==> src/logic/gpt_map.svh <==
// Register offsets, field positions and reset values of the dual timer
// How it works
// - Timers advance at most every second cycle
// - Each timer: prescaled clock or external events
// - Direction from software bit or direction pin
// - Core toggle latch flips on every wrap
// - Latch clocks aux timer, optionally drives pin
// - Core wraps exported to compare unit timers
// - Core wrap reloads from capture/reload register
// - Capture pin edge copies aux count
// - Optionally clear aux timer after capture
// - Peer timer inputs may trigger the capture
`ifndef GPT_MAP_SVH
`define GPT_MAP_SVH
// Word offsets on the register bus
`define OFS_AUX_CTRL 8'h00
`define OFS_CORE_CTRL 8'h04
`define OFS_AUX_CNT 8'h08
`define OFS_CORE_CNT 8'h0c
`define OFS_CAPTURE_RELOAD_REG 8'h10
`define OFS_STATUS 8'h14
`define OFS_MASK 8'h18
// Control register fields (both timers share the low layout)
`define CTL_W 13
`define CTL_RUN 0
`define CTL_DIR 1
`define CTL_DPIN 2
`define CTL_SRC_LO 3
`define CTL_SRC_HI 4
`define CTL_PRE_LO 5
`define CTL_PRE_HI 7
`define CTL_CLRCAP 8
`define CTL_RELOAD 8
`define CTL_CAPSRC_LO 9
`define CTL_CAPSRC_HI 10
`define CTL_TOGOUT 9
`define CTL_EDGE_LO 11
`define CTL_EDGE_HI 12
`define AUX_CTL_MASK 13'h1fff
`define CORE_CTL_MASK 13'h03ef
`define CTL_RST 13'h0000
// Status and mask bits
`define ST_W 3
`define ST_AUX_WRAP 0
`define ST_CORE_WRAP 1
`define ST_CAPTURE 2
`define ST_RST 3'h0
// Timer and prescaler sizes
`define TMR_W 16
`define TMR_MAX 16'hffff
`define TMR_ZERO 16'h0000
`define PRE_W 8
`define PRE_RST 8'h00
// Synchronised pin vector positions
`define PIN_N 7
`define PIN_AUX_CNT 0
`define PIN_CORE_CNT 1
`define PIN_AUX_DIR 2
`define PIN_CORE_DIR 3
`define PIN_CAPTURE_IN_PIN 4
`define PIN_PEER_CNT 5
`define PIN_PEER_DIR 6
`define PIN_RST 7'h00
`endif

==> src/logic/gpt_pkg.sv <==
// Types shared by the dual timer modules
package gpt_pkg;
	// Count clock source of a timer
	typedef enum logic [1:0] {SRC_PRESC = 2'b00, SRC_EXT = 2'b01, SRC_LATCH = 2'b10,
		SRC_OFF = 2'b11} clk_src_t;
	// Capture trigger source
	typedef enum logic [1:0] {CAP_PIN = 2'b00, CAP_PEER_CNT = 2'b01, CAP_PEER_DIR = 2'b10,
		CAP_PEER_BOTH = 2'b11} cap_src_t;
	// Capture edge selection
	typedef enum logic [1:0] {EDGE_NONE = 2'b00, EDGE_RISE = 2'b01, EDGE_FALL = 2'b10,
		EDGE_BOTH = 2'b11} edge_t;
	// Bus answer state
	typedef enum logic [0:0] {BUS_IDLE = 1'b0, BUS_ACK = 1'b1} bus_state_t;
endpackage

==> src/logic/timer_if.sv <==
// Control and status bundle between the top and one timer unit
`timescale 1ns/10ps
`include "gpt_map.svh"
interface timer_if;
	logic count_en; // One count step this cycle
	logic up; // Direction of the step
	logic load; // Load wins over counting
	logic [`TMR_W-1:0] load_val; // Value to load
	logic [`TMR_W-1:0] cnt; // Current count
	logic wrap; // Overflow or underflow this cycle
	modport ctrl (output count_en, output up, output load, output load_val,
		input cnt, input wrap);
	modport unit (input count_en, input up, input load, input load_val,
		output cnt, output wrap);
endinterface

==> src/logic/dual_timer_capture_reload.sv <==
// Dual up/down timer with toggle latch, capture/reload register and Wishbone slave
`timescale 1ns/10ps
`include "gpt_map.svh"
module dual_timer_capture_reload
(
	input wire logic i_clk_sys,
	input wire logic i_nrst,
	input wire logic i_wb_cyc,
	input wire logic i_wb_stb,
	input wire logic i_wb_we,
	input wire logic [7:0] i_wb_adr,
	input wire logic [31:0] i_wb_dat,
	input wire logic [3:0] i_wb_sel,
	output logic [31:0] o_wb_dat,
	output logic o_wb_ack,
	input wire logic i_aux_count_pin,
	input wire logic i_core_count_pin,
	input wire logic i_aux_direction_pin,
	input wire logic i_core_direction_pin,
	input wire logic i_capture_in_pin,
	input wire logic i_peer_count_input,
	input wire logic i_peer_direction_input,
	output logic o_toggle_out_pin,
	output logic o_core_wrap_event,
	output logic o_irq
);
	import gpt_pkg::*;

	// Byte-lane merge of a 16-bit register with write data
	function automatic logic [15:0] merge16(input logic [15:0] old, input logic [31:0] wd,
		input logic [3:0] sel);
		merge16 = {sel[1] ? wd[15:8] : old[15:8], sel[0] ? wd[7:0] : old[7:0]};
	endfunction

	// Byte-lane merge of a control register; a slice of a call result is not legal
	function automatic logic [`CTL_W-1:0] merge_ctl(input logic [`CTL_W-1:0] old,
		input logic [31:0] wd, input logic [3:0] sel);
		merge_ctl = {sel[1] ? wd[`CTL_W-1:8] : old[`CTL_W-1:8], sel[0] ? wd[7:0] : old[7:0]};
	endfunction

	// Prescaler hit: low sel bits of the prescale count all ones
	function automatic logic presc_hit(input logic [`PRE_W-1:0] pc, input logic [2:0] sel);
		logic [`PRE_W-1:0] m;
		m = ~(8'hff << sel);
		presc_hit = (pc & m) == m;
	endfunction

	// Edge match on a synchronised level
	function automatic logic edge_hit(input logic prev, input logic cur, input edge_t e);
		edge_hit = ((e == EDGE_RISE || e == EDGE_BOTH) && !prev && cur)
			|| ((e == EDGE_FALL || e == EDGE_BOTH) && prev && !cur);
	endfunction

	timer_if aux (); // Auxiliary timer bundle
	timer_if core (); // Core timer bundle

	gpt_timer_unit u_aux (.i_clk_sys(i_clk_sys), .i_nrst(i_nrst), .tmr(aux));
	gpt_timer_unit u_core (.i_clk_sys(i_clk_sys), .i_nrst(i_nrst), .tmr(core));

	// Input synchronisers: stage one feeds stage two only
	logic [`PIN_N-1:0] pin_raw;
	logic [`PIN_N-1:0] sync1;
	logic [`PIN_N-1:0] sync2; // Synchronised levels
	logic [`PIN_N-1:0] sync3; // Previous level, for edges
	assign pin_raw = {i_peer_direction_input, i_peer_count_input, i_capture_in_pin,
		i_core_direction_pin, i_aux_direction_pin, i_core_count_pin, i_aux_count_pin};

	// Synchroniser chain
	always_ff @(posedge i_clk_sys or negedge i_nrst)
	begin
		if (!i_nrst)
		begin
			sync1 <= `PIN_RST;
			sync2 <= `PIN_RST;
			sync3 <= `PIN_RST;
		end
		else
		begin
			sync1 <= pin_raw;
			sync2 <= sync1;
			sync3 <= sync2;
		end
	end

	// Timing state
	logic base_tick, next_base_tick; // Half-rate step enable
	logic [`PRE_W-1:0] pcnt, next_pcnt; // Shared prescale counter
	logic tl, next_tl; // Core toggle latch
	logic tl_q, next_tl_q; // Latch delayed, to spot changes
	logic tog_out, next_tog_out;
	logic wrap_out, next_wrap_out;

	// Control and data registers
	logic [`CTL_W-1:0] ctl_aux, next_ctl_aux;
	logic [`CTL_W-1:0] ctl_core, next_ctl_core;
	logic [`TMR_W-1:0] capture_reload_reg, next_capture_reload_reg;
	logic [`ST_W-1:0] status, next_status;
	logic [`ST_W-1:0] mask, next_mask;
	bus_state_t bus_st, next_bus_st;
	logic [31:0] rdat, next_rdat;

	// Decoded fields
	clk_src_t aux_src, core_src;
	cap_src_t cap_src;
	edge_t cap_edge;
	logic req; // Bus request present
	logic wr_go; // Write takes effect at this edge
	logic [7:0] adr_w; // Word-aligned address
	logic aux_cnt_wr, core_cnt_wr;
	logic cap_hit; // Capture trigger this cycle
	logic latch_chg; // Toggle latch changed last cycle
	logic aux_step, core_step;

	assign aux_src = clk_src_t'(ctl_aux[`CTL_SRC_HI:`CTL_SRC_LO]);
	assign core_src = clk_src_t'({1'b0, ctl_core[`CTL_SRC_LO]});
	assign cap_src = cap_src_t'(ctl_aux[`CTL_CAPSRC_HI:`CTL_CAPSRC_LO]);
	assign cap_edge = edge_t'(ctl_aux[`CTL_EDGE_HI:`CTL_EDGE_LO]);
	assign req = i_wb_cyc && i_wb_stb;
	assign wr_go = req && i_wb_we && (bus_st == BUS_ACK);
	assign adr_w = {i_wb_adr[7:2], 2'b00};
	assign aux_cnt_wr = wr_go && (adr_w == `OFS_AUX_CNT);
	assign core_cnt_wr = wr_go && (adr_w == `OFS_CORE_CNT);
	assign latch_chg = tl != tl_q;

	// Count enables per clock source, all no faster than the half-rate tick
	always_comb
	begin
		case (aux_src)
			SRC_PRESC: aux_step = base_tick && presc_hit(pcnt, ctl_aux[`CTL_PRE_HI:`CTL_PRE_LO]);
			SRC_EXT: aux_step = !sync3[`PIN_AUX_CNT] && sync2[`PIN_AUX_CNT];
			SRC_LATCH: aux_step = latch_chg;
			default: aux_step = 1'b0;
		endcase
		case (core_src)
			SRC_PRESC: core_step = base_tick && presc_hit(pcnt, ctl_core[`CTL_PRE_HI:`CTL_PRE_LO]);
			SRC_EXT: core_step = !sync3[`PIN_CORE_CNT] && sync2[`PIN_CORE_CNT];
			default: core_step = 1'b0;
		endcase
	end

	// Capture trigger: pin or peer inputs, on the chosen edge
	always_comb
	begin
		case (cap_src)
			CAP_PIN: cap_hit = edge_hit(sync3[`PIN_CAPTURE_IN_PIN], sync2[`PIN_CAPTURE_IN_PIN], cap_edge);
			CAP_PEER_CNT: cap_hit = edge_hit(sync3[`PIN_PEER_CNT], sync2[`PIN_PEER_CNT],
				cap_edge);
			CAP_PEER_DIR: cap_hit = edge_hit(sync3[`PIN_PEER_DIR], sync2[`PIN_PEER_DIR],
				cap_edge);
			CAP_PEER_BOTH: cap_hit = edge_hit(sync3[`PIN_PEER_CNT], sync2[`PIN_PEER_CNT], cap_edge)
				|| edge_hit(sync3[`PIN_PEER_DIR], sync2[`PIN_PEER_DIR], cap_edge);
			default: cap_hit = 1'b0;
		endcase
	end

	// Timer drive: direction, steps, loads with software first
	always_comb
	begin
		aux.count_en = ctl_aux[`CTL_RUN] && aux_step;
		core.count_en = ctl_core[`CTL_RUN] && core_step;
		// Direction bit set means down; a high direction pin inverts it
		aux.up = !(ctl_aux[`CTL_DIR] ^ (ctl_aux[`CTL_DPIN] && sync2[`PIN_AUX_DIR]));
		core.up = !(ctl_core[`CTL_DIR] ^ (ctl_core[`CTL_DPIN] && sync2[`PIN_CORE_DIR]));
		aux.load = aux_cnt_wr || (cap_hit && ctl_aux[`CTL_CLRCAP]);
		aux.load_val = aux_cnt_wr ? merge16(aux.cnt, i_wb_dat, i_wb_sel) : `TMR_ZERO;
		// Reload replaces the wrapping step in the same cycle
		core.load = core_cnt_wr || (core.wrap && ctl_core[`CTL_RELOAD]);
		core.load_val = core_cnt_wr ? merge16(core.cnt, i_wb_dat, i_wb_sel) : capture_reload_reg;
	end

	// Next values of timing, control and bus state
	always_comb
	begin
		next_base_tick = !base_tick;
		next_pcnt = base_tick ? pcnt + 8'h01 : pcnt;
		next_tl = tl ^ core.wrap;
		next_tl_q = tl;
		next_tog_out = tl && ctl_core[`CTL_TOGOUT];
		next_wrap_out = core.wrap;
		next_ctl_aux = ctl_aux;
		next_ctl_core = ctl_core;
		next_capture_reload_reg = capture_reload_reg;
		next_mask = mask;
		next_status = status;
		next_rdat = rdat;
		next_bus_st = BUS_IDLE;
		// Writes act at the edge where ack is high
		if (wr_go)
		begin
			case (adr_w)
				`OFS_AUX_CTRL: next_ctl_aux = merge_ctl(ctl_aux, i_wb_dat, i_wb_sel)
					& `AUX_CTL_MASK;
				`OFS_CORE_CTRL: next_ctl_core = merge_ctl(ctl_core, i_wb_dat, i_wb_sel)
					& `CORE_CTL_MASK;
				`OFS_CAPTURE_RELOAD_REG: next_capture_reload_reg = merge16(capture_reload_reg, i_wb_dat, i_wb_sel);
				`OFS_STATUS: next_status = status & ~(i_wb_sel[0] ? i_wb_dat[`ST_W-1:0]
					: `ST_RST);
				`OFS_MASK: next_mask = i_wb_sel[0] ? i_wb_dat[`ST_W-1:0] : mask;
				default: next_mask = mask; // Unmapped writes are dropped
			endcase
		end
		// Hardware capture beats a software write in the same cycle
		if (cap_hit)
		begin
			next_capture_reload_reg = aux.cnt;
		end
		// Events set status after any clear, so a set wins
		next_status = next_status | {cap_hit, core.wrap, aux.wrap};
		// One-cycle answer: read data latched with ack
		case (bus_st)
			BUS_IDLE:
			begin
				if (req)
				begin
					next_bus_st = BUS_ACK;
					case (adr_w)
						`OFS_AUX_CTRL: next_rdat = {19'h0, ctl_aux};
						`OFS_CORE_CTRL: next_rdat = {19'h0, ctl_core};
						`OFS_AUX_CNT: next_rdat = {16'h0, aux.cnt};
						`OFS_CORE_CNT: next_rdat = {16'h0, core.cnt};
						`OFS_CAPTURE_RELOAD_REG: next_rdat = {16'h0, capture_reload_reg};
						`OFS_STATUS: next_rdat = {29'h0, status};
						`OFS_MASK: next_rdat = {29'h0, mask};
						default: next_rdat = 32'h0000_0000; // Unmapped reads zero
					endcase
				end
			end
			BUS_ACK: next_bus_st = BUS_IDLE; // Ack lasts one cycle
			default: next_bus_st = BUS_IDLE;
		endcase
	end

	// Register all state
	always_ff @(posedge i_clk_sys or negedge i_nrst)
	begin
		if (!i_nrst)
		begin
			base_tick <= 1'b0;
			pcnt <= `PRE_RST;
			tl <= 1'b0;
			tl_q <= 1'b0;
			tog_out <= 1'b0;
			wrap_out <= 1'b0;
			ctl_aux <= `CTL_RST;
			ctl_core <= `CTL_RST;
			capture_reload_reg <= `TMR_ZERO;
			status <= `ST_RST;
			mask <= `ST_RST;
			rdat <= 32'h0000_0000;
			bus_st <= BUS_IDLE;
		end
		else
		begin
			base_tick <= next_base_tick;
			pcnt <= next_pcnt;
			tl <= next_tl;
			tl_q <= next_tl_q;
			tog_out <= next_tog_out;
			wrap_out <= next_wrap_out;
			ctl_aux <= next_ctl_aux;
			ctl_core <= next_ctl_core;
			capture_reload_reg <= next_capture_reload_reg;
			status <= next_status;
			mask <= next_mask;
			rdat <= next_rdat;
			bus_st <= next_bus_st;
		end
	end

	// Outputs
	assign o_wb_ack = bus_st == BUS_ACK;
	assign o_wb_dat = rdat;
	assign o_toggle_out_pin = tog_out;
	assign o_core_wrap_event = wrap_out;
	assign o_irq = |(status & mask);

	core_step_gap_a: assert property (@(posedge i_clk_sys) disable iff (!i_nrst)
		core.count_en && core_src == SRC_PRESC |=> !core.count_en)
		else $error("core timer stepped twice in a row");
	aux_dir_pin_a: assert property (@(posedge i_clk_sys) disable iff (!i_nrst)
		ctl_aux[`CTL_DPIN] && sync2[`PIN_AUX_DIR] |-> aux.up == ctl_aux[`CTL_DIR])
		else $error("direction pin ignored");
	toggle_flip_a: assert property (@(posedge i_clk_sys) disable iff (!i_nrst)
		core.wrap |=> tl != $past(tl))
		else $error("toggle latch did not flip");
	toggle_pin_a: assert property (@(posedge i_clk_sys) disable iff (!i_nrst)
		ctl_core[`CTL_TOGOUT] ##1 ctl_core[`CTL_TOGOUT] |-> o_toggle_out_pin == $past(tl))
		else $error("toggle pin does not follow latch");
	wrap_export_a: assert property (@(posedge i_clk_sys) disable iff (!i_nrst)
		core.wrap |=> o_core_wrap_event ##1 !$past(core.wrap) || o_core_wrap_event)
		else $error("core wrap not exported");
	reload_now_a: assert property (@(posedge i_clk_sys) disable iff (!i_nrst)
		core.wrap && ctl_core[`CTL_RELOAD] && !core_cnt_wr |=> core.cnt == $past(capture_reload_reg))
		else $error("core reload missed");
	capture_copy_a: assert property (@(posedge i_clk_sys) disable iff (!i_nrst)
		cap_hit |=> capture_reload_reg == $past(aux.cnt) && status[`ST_CAPTURE])
		else $error("capture value wrong");
	clear_after_a: assert property (@(posedge i_clk_sys) disable iff (!i_nrst)
		cap_hit && ctl_aux[`CTL_CLRCAP] && !aux_cnt_wr |=> aux.cnt == `TMR_ZERO)
		else $error("aux timer not cleared");
	peer_trigger_a: assert property (@(posedge i_clk_sys) disable iff (!i_nrst)
		cap_src == CAP_PEER_CNT && cap_edge == EDGE_RISE && !sync3[`PIN_PEER_CNT]
		&& sync2[`PIN_PEER_CNT] |-> cap_hit)
		else $error("peer count edge did not capture");
	sync_delay_a: assert property (@(posedge i_clk_sys) disable iff (!i_nrst)
		$rose(sync1[`PIN_CAPTURE_IN_PIN]) |=> $rose(sync2[`PIN_CAPTURE_IN_PIN]))
		else $error("synchroniser delay wrong");
	bus_ack_once_a: assert property (@(posedge i_clk_sys) disable iff (!i_nrst)
		o_wb_ack |=> !o_wb_ack)
		else $error("ack held too long");
endmodule

==> src/logic/gpt_timer_unit.sv <==
// One 16-bit up/down timer with load and wrap detection
`timescale 1ns/10ps
`include "gpt_map.svh"
module gpt_timer_unit
(
	input wire logic i_clk_sys,
	input wire logic i_nrst,
	timer_if.unit tmr
);
	import gpt_pkg::*;

	logic [`TMR_W-1:0] cnt; // Count register
	logic [`TMR_W-1:0] next_cnt; // Its next value

	// Wrap is the step that leaves the range; a load in that cycle still reports it
	assign tmr.wrap = tmr.count_en && (tmr.up ? (cnt == `TMR_MAX) : (cnt == `TMR_ZERO));
	assign tmr.cnt = cnt;

	// Next count: load first, then a step
	always_comb
	begin
		next_cnt = cnt;
		if (tmr.load)
		begin
			next_cnt = tmr.load_val;
		end
		else if (tmr.count_en)
		begin
			next_cnt = tmr.up ? cnt + 16'h0001 : cnt - 16'h0001;
		end
	end

	// Count register
	always_ff @(posedge i_clk_sys or negedge i_nrst)
	begin
		if (!i_nrst)
			cnt <= `TMR_ZERO;
		else
			cnt <= next_cnt;
	end

	count_step_a: assert property (@(posedge i_clk_sys) disable iff (!i_nrst)
		tmr.count_en && !tmr.load |=> cnt == ($past(tmr.up) ? $past(cnt) + 16'h0001
		: $past(cnt) - 16'h0001))
		else $error("timer did not step by one");
	load_wins_a: assert property (@(posedge i_clk_sys) disable iff (!i_nrst)
		tmr.load |=> cnt == $past(tmr.load_val))
		else $error("timer load not taken");
endmodule

==> config.mk <==
export PLATFORM = sky130hd
export DESIGN_NAME = dual_timer_capture_reload
export DESIGN_NICKNAME = d
export VERILOG_FILES = /design/src/logic/gpt_pkg.sv /design/src/logic/timer_if.sv /design/src/logic/dual_timer_capture_reload.sv /design/src/logic/gpt_timer_unit.sv
export VERILOG_INCLUDE_DIRS = /design/src /design/src/logic
export SDC_FILE = /design/constraint.sdc
export NUM_CORES = 1
export LEC_CHECK = 0
export BUFFER_PORTS_ARGS = -buffer_cell sky130_fd_sc_hd__clkbuf_2
export CAP_MARGIN = 20
export CORE_MARGIN = 4
export CORE_UTILIZATION = 59
export CTS_CLUSTER_SIZE = 30
export DETAILED_ROUTE_END_ITERATION = 10
export PLACE_DENSITY_LB_ADDON = 0.12
export SKIP_CTS_REPAIR_TIMING = 1
export SLEW_MARGIN = 0
export SYNTH_ARGS = -nofsm -noshare
export SYNTH_HDL_FRONTEND = slang
export SYNTH_SLANG_ARGS = --single-unit
==> constraint.sdc <==
create_clock -name i_clk_sys -period 4.6 [get_ports i_clk_sys]
set_clock_uncertainty 0.15 [all_clocks]
set_input_delay 0.23 -clock i_clk_sys [delete_from_list [all_inputs] [get_ports i_clk_sys]]
set_output_delay 0.23 -clock i_clk_sys [all_outputs]
set_load 0.005 [all_outputs]
Yosys cells after proc, flatten, opt, wreduce, memory -nomap -nowiden. Index checks and enable logic that the tools add are counted.

Flip-flop bits (word level): 143. Output and inout bits: 36.

Equality and inequality tests: 23. Reductions and logical operators: 72. Shift operators: 2. Bitwise operators: 12. Mux-type cells: 24. Add/subtract/negate cells: 5.

Operators by type and width (count): 16-bit two-way mux (11); 16-bit case mux with 7 select lines (1); 16-bit by 1-bit adder with 16-bit output, second input constant (2); 16-bit equality test, second input constant (2); 16-bit zero test (2); 16-bit by 1-bit subtractor with 16-bit output, second input constant (2); 1-bit logical AND (30); 3-bit AND reduction (7); 6-bit by 3-bit equality test with 1-bit output, second input constant (3); 8-bit AND (2); 8-bit equality test (2); 8-bit two-way mux (2); 8-bit inverter (2); 8-bit by 3-bit << shifter with 8-bit output, first input constant (2); 6-bit by 2-bit equality test with 1-bit output, second input constant (2); 3-bit inequality test, second input constant (4); 2-bit nonzero test (6); 2-bit equality test, second input constant (5); 2-bit AND reduction (5); 1-bit zero test (9); 3-bit two-way mux (3); 8-bit by 1-bit adder with 8-bit output, second input constant (1); 8-bit zero test (1); 1-bit logical OR (8); other kinds (14) (24).

Longest topological paths before layout. Gate-level depths: netlist (run 1).

Depth after elaboration: 12. Mapped depth: 12. Gate-level depth less buffers: 12.

Hierarchy. A second synthesis (run 1) with hierarchy kept.

Cells, all modules: 836. Area total of the unflattened synthesis: 7920.1 um^2.

Modules (own cells, without submodules): dual_timer_capture_reload (area each 4904.7 um^2, sequential area each 2302.2 um^2, cells each 486, instances 1); gpt_timer_unit (area each 1507.7 um^2, sequential area each 400.4 um^2, cells each 175, instances 2).

Worst setup path before layout (run 1). OpenSTA, ideal clock, no wires.

Path kind: reg2reg. From: register ctl_aux[2]. To: register u_aux.cnt[15] (netlist: u_aux.tmr.cnt[15]). Arrival time: 3049 ps. Data required time: 4326 ps. Library setup time: 124 ps. Path slack: 1277 ps. Stages on the path, launching flop included: 13. Period minus slack after synthesis: 3323 ps. Cell sequence: dfrtp_1 > nand2_1 > xor2_1 > inv_1 > ha_1 > a211oi_1 > nor2_1 > o41ai_2 > o2111a_1 > nor3_1 > a211oi_2 > mux2i_1 > a211o_1.

Cells in the longest elaborated chain, start to end: 5.

Ends and longest elaborated chain: start: declaration (RTL line dual_timer_capture_reload.sv:94) `` logic [`CTL_W-1:0] ctl_aux, next_ctl_aux; ``; start signal: assignment (RTL line dual_timer_capture_reload.sv:244) `` ctl_aux <= `CTL_RST; ``; start signal: assignment (RTL line dual_timer_capture_reload.sv:260) `ctl_aux <= next_ctl_aux;`; 1-bit logical AND (RTL line dual_timer_capture_reload.sv:162) `` aux.up = !(ctl_aux[`CTL_DIR] ^ (ctl_aux[`CTL_DPIN] && sync2[`PIN_AUX_DIR])); ``; 1-bit bitwise XOR (RTL line dual_timer_capture_reload.sv:162); 16-bit two-way mux (RTL line gpt_timer_unit.sv:29) `next_cnt = tmr.up ? cnt + 16'h0001 : cnt - 16'h0001;`; 16-bit two-way mux (RTL line gpt_timer_unit.sv:27) `else if (tmr.count_en)`; 16-bit two-way mux (RTL line gpt_timer_unit.sv:23) `if (tmr.load)`; end signal: assignment (RTL line gpt_timer_unit.sv:37) `` cnt <= `TMR_ZERO; ``; end signal: assignment (RTL line gpt_timer_unit.sv:39) `cnt <= next_cnt;`; end: declaration (RTL line gpt_timer_unit.sv:12) `` logic [`TMR_W-1:0] cnt; ``.

No other way between the ends. The select of a mux whose other input is x is not followed. A chain may end at the register's enable or synchronous reset.

Worst setup path after layout (run 1). Same ends and word-level chain as after synthesis.

==> impl_metrics.csv, run 1 <==
group,metric,value,unit
worst_setup_path,path_cells,"nand2_1 -> xor2_1 -> buf_4 -> inv_1 -> ha_1 -> a211oi_1 -> nor2_1 -> o41ai_2 -> o2111a_1 -> nor3_1 -> a211oi_2 -> mux2i_1 -> a211o_1",
worst_setup_path,required,4760,ps
layout,fin_nets,927,
clocking,cts_tree,"yes",
timing,worst_pin_slew,942,ps
clocking,worstSkewPairLatency,420,ps
synthesis,ys_warn_count,0,
floorplanning,num_rows,40,
routing,vias,6450,
clocking,numCtsBuffers,17,
floorplanning,die_area,14600,um2
synthesis,synth-edff-count,0,
worst_setup_path,worstSetupEndpointType,"register",
routing,antenna_left,0,
clocking,cts-root-buf,"clkbuf_16",
worst_setup_path,critPathSlowestCell,"o41ai_2",
status,status,"finished, violations left",
timing,slew_violations,0,
timing,timing.fmax,0.277,GHz
layout,drive_gt1_frac,0.158,
timing,finalHoldViolCount,1,
power_and_ir_drop,irDropWorstVdd,243,uV
worst_setup_path,crit_fanout,10,
power_and_ir_drop,leakage,0.00395,uW
placed_design,place_inst,980,
timing,rsz0062_at_grt,"no",
global_routing,track_usage,0.292,
placed_design,post-place-ws,1110,ps
worst_setup_path,crit_type,"register to register",
layout,seqCellArea,3100,um2
layout,multi_input_area,4120,um2
worst_setup_path,cp.arrival,3760,ps
timing,final-setup-viol-count,0,
placed_design,io_buffers,55,
routing,drc,0,
synthesis,yosysMostFrequentCell,"dfrtp_1",
synthesis,yosysSeqAreaShare,0.413,
worst_setup_path,startpoint_type,"register",
clocking,cts_sinks,124,
synthesis,ys_types,73,
hold_path,min_path_type,"primary input to register",
routing,drt_iter0_markers,629,
timing,fin_crit_sh,0.784,
synthesis,ys_top_cells_by_area,"dfrtp_1 (41%), ha_1 (4.8%), mux2_2 (4.2%), mux2i_1 (4.1%), o21ai_0 (3.9%)",
floorplanning,start_util,0.615,
clocking,htreeDepth,4,
floorplanning,die_h,121,um
routing,routed_wl,20.9,mm
status,violations,"negative hold slack",
worst_setup_path,cpPeakStageDelay,530,ps
layout,insertedDiodeCount,0,
timing,setup_ws,994,ps
synthesis,syn_avg_cell_area,9.60,um2
global_routing,grt_overflow_total,0,
floorplanning,ios,92,
global_routing,grt_pass1_wl,33.0,mm
synthesis,synth.ff_latch_count,124,
placed_design,dp_hpwl,14.6,mm
global_routing,grt_antenna_before_repair,0,
power_and_ir_drop,power-per-cell-area,314,nW/um2
routing,dr.pass1.iters,5,
global_routing,grt_max_degree,53,
clocking,cts_max_path_buffers,2,
routing,drt-wirelength-per-cell,20.5,um
timing,slew_headroom,0.359,
clocking,path_clk_slew,60,ps
timing,fin_hold_ws,-0.0734,ps
synthesis,synth_largest_area_cell,"dfrtp_1",
timing,period_minus_slack,3610,ps
routing,viasPerCell,6.32,
timing,setup-tns-final,0,ps
global_routing,grt_pass1_vias,6291,
layout,n_fill_cell,968,
synthesis,syn_area,7510,um2
synthesis,async_flop_share,1.00,
floorplanning,core,12200,um2
layout,area_growth,12.9,%
synthesis,synthFlopType,"dfrtp_1",
floorplanning,die_x,121,um
layout,stdcell_count,1020,
synthesis,syn_inst,782,
run,maxCapViolations,0,
placed_design,gp_congestion,0.873,
synthesis,synth_top_area_frac,0.413,
synthesis,synthTopCellsByCount,"dfrtp_1 (124), nand2_1 (77), nor2_1 (65)",
logic make-up after synthesis:
kind of cell,count (synthesis),share of synthesized area
AOI/OAI and AO/OA,211,0.191
muxes,63,0.0942
DFF,124,0.413
buffers and inverters,65,0.0447
other,1,0.000500
adders and majority gates,31,0.0537
and+or+nand+nor,256,0.167
xor gates and xnor gates,31,0.0362
final timing paths:
kind	start	end	slack, ps	cells after the start
min in group asynchronous	i_nrst	pcnt[4]$_DFFE_PN0P_	280	2
worst min register to register	sync1[2]$_DFF_PN0_	sync2[2]$_DFF_PN0_	200	0
worst min-delay path	i_wb_sel[0]	u_core.tmr.cnt[0]$_DFFE_PN0P_	-0.07	3
max in group asynchronous	i_nrst	sync1[6]$_DFF_PN0_	3060	3
worst max-delay path	ctl_aux[2]$_DFFE_PN0P_	u_aux.tmr.cnt[15]$_DFFE_PN0P_	990	13
worst max register to register	ctl_aux[2]$_DFFE_PN0P_	u_aux.tmr.cnt[15]$_DFFE_PN0P_	990	13
routing by layer:
layer / track usage / vias up / wire length (um)
li1: - / 2973 / -
met1: 0.397 / 3111 / 8770
met2: 0.462 / 304 / 9870
met3: 0.0641 / 62 / 1680
met4: 0.105 / 0 / 587
met5: 0 / - / 0
power by group:
part	switching [uW]	total (uW)	internal [uW]
Clock	466	1240	777
Combinational	129	221	92.1
Sequential	63.2	1200	1130
area by class of cell:
cell class	instances	share of cell area
inverters	16	0.00708
clock buffers	24	0.0568
well taps	168	0.0248
flip-flops and latches	124	0.366
multi-input cells	608	0.486
repair buffers	73	0.0511
clock inverters	7	0.00768
critical path, delay by kind of cell, from the launching register on:
family | cells | cell delay, ps
multiplexers | 1 | 120
buffers and inverters | 2 | 430
adder cells (fa/ha/maj) | 1 | 320
flip-flops | 1 | 420
AND/OR/NAND/NOR | 3 | 310
AO/OA/AOI/OAI | 5 | 1610
XOR/XNOR | 1 | 150
through the flow:
stage / utilization / instance area [um2] / total power, uW
2_1_floorplan: - / 7560 / 1330
4_1_cts: 0.687 / 8390 / 2660
6_report: 0.694 / 8480 / 2660
3_3_place_gp: 0.642 / 7840 / 1410
5_1_grt: 0.694 / 8480 / 2760
3_5_place_dp: 0.642 / 7840 / 1420
placed cells by master (no fill, tap or decap), drive strengths merged, types with 18 or more instances in the layout:
cell type and instances:
mux2 28, clkbuf 78, o21ai 60, xnor2 23
nand2 78, ha 29, dfrtp 124, mux2i 32
a21oi 40, nor3 18, nor2 65
No activity file was read; power rests on OpenSTA's default activity.
==> run 2: changes to the inputs <==
Settings changed: CORE_UTILIZATION 59 to 53.
Clock period 4.6 ns to 3.08 ns, I/O delays scaled along.
==> run 2 against run 1 <==
- final area grew 7.4%
- global-route usage decreased by 1.9 points
- sequential cell count did not move
- sequential power grew 48%
- non-clock buffer count increased by 44
- the flow still finishes with violations (negative hold slack)
- critical path type unchanged
- maximum frequency grew 21%
- wire length rose by 5.1%
- highest routed layer unchanged
- critical endpoint is now u_core.tmr.cnt[15]$_DFFE_PN0P_
==> impl_metrics.csv, run 2 (synthesized netlist as in run 1, its figures left out) <==
group,metric,value,unit
status,status,"finished, violations left",
status,violations,"negative hold slack",
floorplanning,start_util,0.541,
layout,area_growth,21.3,%
power_and_ir_drop,p_comb_frac,0.098,
layout,layout_common_cells,"dfrtp_1 (124), nand2_1 (76), nor2_1 (63)",
floorplanning,ios,92,
timing,slew_headroom,0.518,
routing,drc,0,
worst_setup_path,crit_fanout,7,
worst_setup_path,startpoint_type,"register",
layout,seqCellArea,3100,um2
clocking,cts_tree,"yes",
power_and_ir_drop,p_sw,1050,uW
global_routing,grt_max_degree,78,
clocking,worstSkewPairLatency,430,ps
layout,n_fill_cell,1138,
power_and_ir_drop,power-per-cell-area,457,nW/um2
hold_path,min_path_type,"primary input to register",
global_routing,grt_overflow_total,0,
power_and_ir_drop,pwr-share-seq,0.426,
run,maxCapViolations,0,
global_routing,grt_antenna_before_repair,0,
routing,antenna_left,0,
power_and_ir_drop,clkPwrFrac,0.476,
layout,layout_commonest_cell,"dfrtp_1",
power_and_ir_drop,irDropWorstVdd,318,uV
worst_setup_path,path_common_cell,"buf_4",
timing,slew_violations,0,
global_routing,grt_pass1_vias,6529,
floorplanning,die_x,127,um
global_routing,grt_pass1_wl,34.6,mm
floorplanning,die_h,127,um
placed_design,dp_hpwl,15.7,mm
layout,final_core_util,0.656,
clocking,cts-root-buf,"clkbuf_16",
clocking,path_clk_slew,60,ps
layout,insertedDiodeCount,0,
clocking,htreeDepth,4,
worst_setup_path,cpPeakStageDelay,400,ps
power_and_ir_drop,p_sw_frac,0.252,
routing,vias,6662,
worst_setup_path,cp.arrival,3140,ps
layout,drive_gt1_frac,0.226,
placed_design,place_inst,1021,
clocking,cts_max_path_buffers,2,
routing,viasPerCell,6.19,
power_and_ir_drop,leakage,0.00420,uW
timing,timing.fmax,0.334,GHz
worst_setup_path,crit_family,"buffers and inverters",
routing,routed_wl,22.0,mm
layout,stdcell_count,1077,
timing,rsz0062_at_grt,"yes",
worst_setup_path,cp_num_buf_inv,4,
worst_setup_path,path_cells,"nand2_2 -> xor2_4 -> inv_2 -> buf_4 -> buf_4 -> buf_4 -> ha_1 -> or2_2 -> a21oi_2 -> a31oi_1 -> xnor2_1 -> nor3_1 -> a211oi_1 -> o31ai_1",
timing,setup-tns-final,0,ps
floorplanning,core,13900,um2
power_and_ir_drop,internal-power,3110,uW
routing,dr.pass1.iters,5,
clocking,numCtsBuffers,17,
timing,worst_pin_slew,723,ps
layout,multi_input_area,4320,um2
worst_setup_path,worstSetupEndpointType,"register",
clocking,cts_sinks,124,
worst_setup_path,required,3230,ps
timing,final-setup-viol-count,0,
worst_setup_path,critPathSlowestCell,"dfrtp_1",
timing,fin_hold_ws,-2.22,ps
floorplanning,num_rows,43,
timing,period_minus_slack,2990,ps
floorplanning,die_area,16100,um2
placed_design,gp_congestion,0.938,
routing,drt-wirelength-per-cell,20.4,um
placed_design,io_buffers,55,
worst_setup_path,crit_type,"register to register",
global_routing,track_usage,0.273,
timing,finalHoldViolCount,1,
routing,drt_iter0_markers,577,
timing,fin_crit_sh,0.971,
layout,fin_nets,971,
[run 2: cell count changes in the layout (fill, tap and decap cells not counted), moves of 3 or more]
cell           before  now
o21ai_0            58   53
a21oi_1            38   35
a211oi_2            1    4
clkbuf_1            4    1
a211oi_1           13   10
dlygate4sd3_1       8   21
o21ai_1             2    5
a21oi_2             1    4
ha_4                0    4
buf_4              11   41
ha_1               29   20
ha_2                0    5
[run 2: path summary, 6_finish.rpt]
kind | from | end | slack (ps) | cells past startpoint
max | ctl_core[2]$_DFFE_PN0P_ | u_core.tmr.cnt[15]$_DFFE_PN0P_ | 90 | 14
min | i_wb_dat[1] | status[1]$_DFF_PN0_ | -2 | 3
max reg2reg | ctl_core[2]$_DFFE_PN0P_ | u_core.tmr.cnt[15]$_DFFE_PN0P_ | 90 | 14
min reg2reg | sync1[0]$_DFF_PN0_ | sync2[0]$_DFF_PN0_ | 200 | 0
max in group asynchronous | i_nrst | sync3[5]$_DFF_PN0_ | 1810 | 3
min in group asynchronous | i_nrst | base_tick$_DFF_PN0_ | 130 | 2
[run 2: routing by layer]
layer / GRT usage / routed length [um] / vias up / part of all wire
met5: 0 / 0 / - / 0
met4: 0.134 / 800 / 0 / 0.036
met2: 0.416 / 10200 / 306 / 0.46
met1: 0.373 / 9240 / 3227 / 0.42
met3: 0.0543 / 1780 / 61 / 0.081
li1: - / - / 3068 / -
[run 2: power groups by stage]
stage | registers, uW | clock network [uW] | logic [uW]
after floorplan | 1770 | 0 | 216
after global placement | 1790 | 0 | 351
after detailed placement | 1800 | 0 | 364
after CTS | 1770 | 2000 | 369
after global routing | 1780 | 2070 | 448
final | 1770 | 1980 | 408
[run 2: layout make-up]
cell class,count,share of cell area
multi-input cells,608,0.474
clock inverters,11,0.0129
well taps,180,0.0247
flip-flops and latches,124,0.341
repair buffers,117,0.0888
clock buffers,21,0.0517
inverters,16,0.00687
[run 2: stage by stage]
step | cell area, um2 | hold WS [ps] | setup slack, ps | power, uW
floorplan | 7570 | -292 | 46.5 | 1990
global placement | 8100 | 50.2 | 39.7 | 2140
detailed placement | 8100 | 63.0 | -25.6 | 2160
CTS | 8680 | -386 | -62.6 | 4140
global route | 9100 | 17.8 | -66.0 | 4300
finish | 9100 | -2.22 | 88.6 | 4160
[run 2: worst register-to-register path, cell delays in order, from the launching register on]
cell and delay [ps]:
dfrtp_1 400, nand2_2 120, xor2_4 180, inv_2 80, buf_4 170, buf_4 160
buf_4 160, ha_1 300, or2_2 330, a21oi_2 130, a31oi_1 60, xnor2_1 270
nor3_1 80, a211oi_1 180, o31ai_1 100
==> run 3: changes to the inputs <==
Settings changed: CELL_PAD_IN_SITES_DETAIL_PLACEMENT set to 1, CELL_PAD_IN_SITES_GLOBAL_PLACEMENT set to 1, CORE_UTILIZATION 53 to 41.
==> run 3 against run 2 <==
- the run still ends with negative hold slack left
- sequential share of layout area is 0.79 points lower
- final cell count increased by 6.1%
- first-iteration DRC count decreased by 19%
- non-clock buffer count is 17 higher
- highest routed layer unchanged
- global-route usage down 2.6 points
- die area is 27% higher
- setup slack improved by 4.1 ps
==> impl_metrics.csv, run 3 (synthesized netlist as in run 1, its figures left out) <==
group,metric,value,unit
routing,drt_iter0_markers,470,
worst_setup_path,r2r_start,"ctl_core[2]$_DFFE_PN0P_",
worst_setup_path,crit_fanout,8,
routing,antenna_left,0,
clocking,cts_sinks,124,
status,status,"finished, violations left",
timing,slew_violations,0,
worst_setup_path,rrSetupSlack,90,ps
timing,timing.fmax,0.335,GHz
worst_setup_path,required,3240,ps
floorplanning,die_x,143,um
global_routing,grt_antenna_before_repair,0,
global_routing,grt_max_degree,56,
timing,final-setup-viol-count,0,
clocking,worstSkewPairLatency,430,ps
routing,viasPerCell,5.90,
timing,fin_crit_sh,0.970,
global_routing,grt_pass1_vias,7103,
timing,rsz0062_at_grt,"yes",
placed_design,io_buffers,55,
floorplanning,die_area,20500,um2
layout,insertedDiodeCount,0,
timing,slew_headroom,0.518,
floorplanning,start_util,0.418,
routing,dr.pass1.iters,5,
clocking,htreeDepth,4,
power_and_ir_drop,power-per-cell-area,462,nW/um2
worst_setup_path,worstSetupEndpointType,"register",
routing,drc,0,
timing,fin_hold_ws,-20.0,ps
power_and_ir_drop,leakage,0.00429,uW
global_routing,track_usage,0.246,
placed_design,gp_congestion,0.846,
clocking,cts_tree,"yes",
worst_setup_path,cp.arrival,3150,ps
layout,fin_nets,988,
worst_setup_path,startpoint_type,"register",
clocking,cts-root-buf,"clkbuf_16",
global_routing,grt_overflow_total,0,
worst_setup_path,crit_type,"register to register",
power_and_ir_drop,irDropWorstVdd,364,uV
layout,layout_commonest_cell,"dfrtp_1",
worst_setup_path,rr_worst_depth,13,
floorplanning,die_h,143,um
routing,routed_wl,25.1,mm
routing,vias,6745,
timing,setup-tns-final,0,ps
routing,drt-wirelength-per-cell,22.0,um
hold_path,min_path_type,"primary input to register",
clocking,cts_max_path_buffers,2,
floorplanning,core,18000,um2
timing,worst_pin_slew,722,ps
hold_path,hold_depth,2,
layout,drive_gt1_frac,0.239,
hold_path,min_to,"ctl_aux[11]$_DFFE_PN0P_",
run,maxCapViolations,0,
layout,area_growth,24.2,%
floorplanning,ios,92,
hold_path,worstHoldStart,"i_wb_dat[11]",
timing,period_minus_slack,2990,ps
layout,layout_common_cells,"dfrtp_1 (124), nand2_1 (75), nor2_1 (63)",
worst_setup_path,rr_endpoint,"u_core.tmr.cnt[14]$_DFFE_PN0P_",
placed_design,dp_hpwl,18.4,mm
global_routing,grt_pass1_wl,39.3,mm
status,violations,"negative hold slack",
timing,finalHoldViolCount,3,
floorplanning,num_rows,49,
clocking,numCtsBuffers,17,
clocking,path_clk_slew,60,ps
## run 3: worst max-delay path, cell delays in order (launching register included)
cell	delay, ps
dfrtp_1	390
nand2_2	80
xor2_2	180
inv_2	100
buf_12	150
buf_8	120
ha_4	270
nand4_1	170
buf_4	190
nor3_1	400
o41ai_2	130
xnor2_1	170
mux2i_1	100
a221oi_1	280
## run 3: where the power goes
part | switching, uW | total (uW) | internal (uW)
Combinational | 247 | 427 | 180
Clock | 797 | 2110 | 1310
Sequential | 76.9 | 1770 | 1690
Total | 1120 | 4300 | 3180
## run 3: how the worst max path moves through the flow
stage	cells after the start	start	to
6_report	13	ctl_core[2]$_DFFE_PN0P_	u_core.tmr.cnt[14]$_DFFE_PN0P_
5_1_grt	14	ctl_core[2]$_DFFE_PN0P_	u_core.tmr.cnt[15]$_DFFE_PN0P_
4_1_cts	12	ctl_aux[2]$_DFFE_PN0P_	u_aux.tmr.cnt[15]$_DFFE_PN0P_
3_5_place_dp	12	ctl_aux[2]$_DFFE_PN0P_	u_aux.tmr.cnt[15]$_DFFE_PN0P_
3_3_place_gp	12	ctl_aux[2]$_DFFE_PN0P_	u_aux.tmr.cnt[15]$_DFFE_PN0P_
2_1_floorplan	12	ctl_aux[2]$_DFFE_PN0P_	u_aux.tmr.cnt[15]$_DFFE_PN0P_
## run 3: final cells by class
type,count,area (um2)
Fill cell,2026,8640
Multi-Input combinational cell,608,4290
Sequential cell,124,3100
Timing Repair Buffer,134,956
Clock buffer,18,439
Tap cell,229,287
Clock inverter,14,184
Inverter,16,62.6
## run 3: layer usage
| layer | up-vias | part of all wire | global-route usage |
|---|---|---|---|
| met1 | 3425 | 0.44 | 0.328 |
| met2 | 172 | 0.49 | 0.403 |
| li1 | 3102 | - | - |
| met3 | 46 | 0.040 | 0.0496 |
| met4 | 0 | 0.023 | 0.0867 |
| met5 | - | 0 | 0 |
## run 3: metrics by stage
step | setup WS, ps | cell area [um2] | util | total power (uW) | cells
6_report | 92.6 | 9320 | 0.519 | 4300 | 1143
5_1_grt | -132 | 9320 | 0.519 | 4460 | 1143
4_1_cts | -157 | 8870 | 0.494 | 4300 | 1112
3_5_place_dp | -122 | 8240 | 0.459 | 2180 | 1080
3_3_place_gp | 56.2 | 8240 | 0.459 | 2150 | 1080
2_1_floorplan | 46.5 | 7570 | - | 1990 | 797
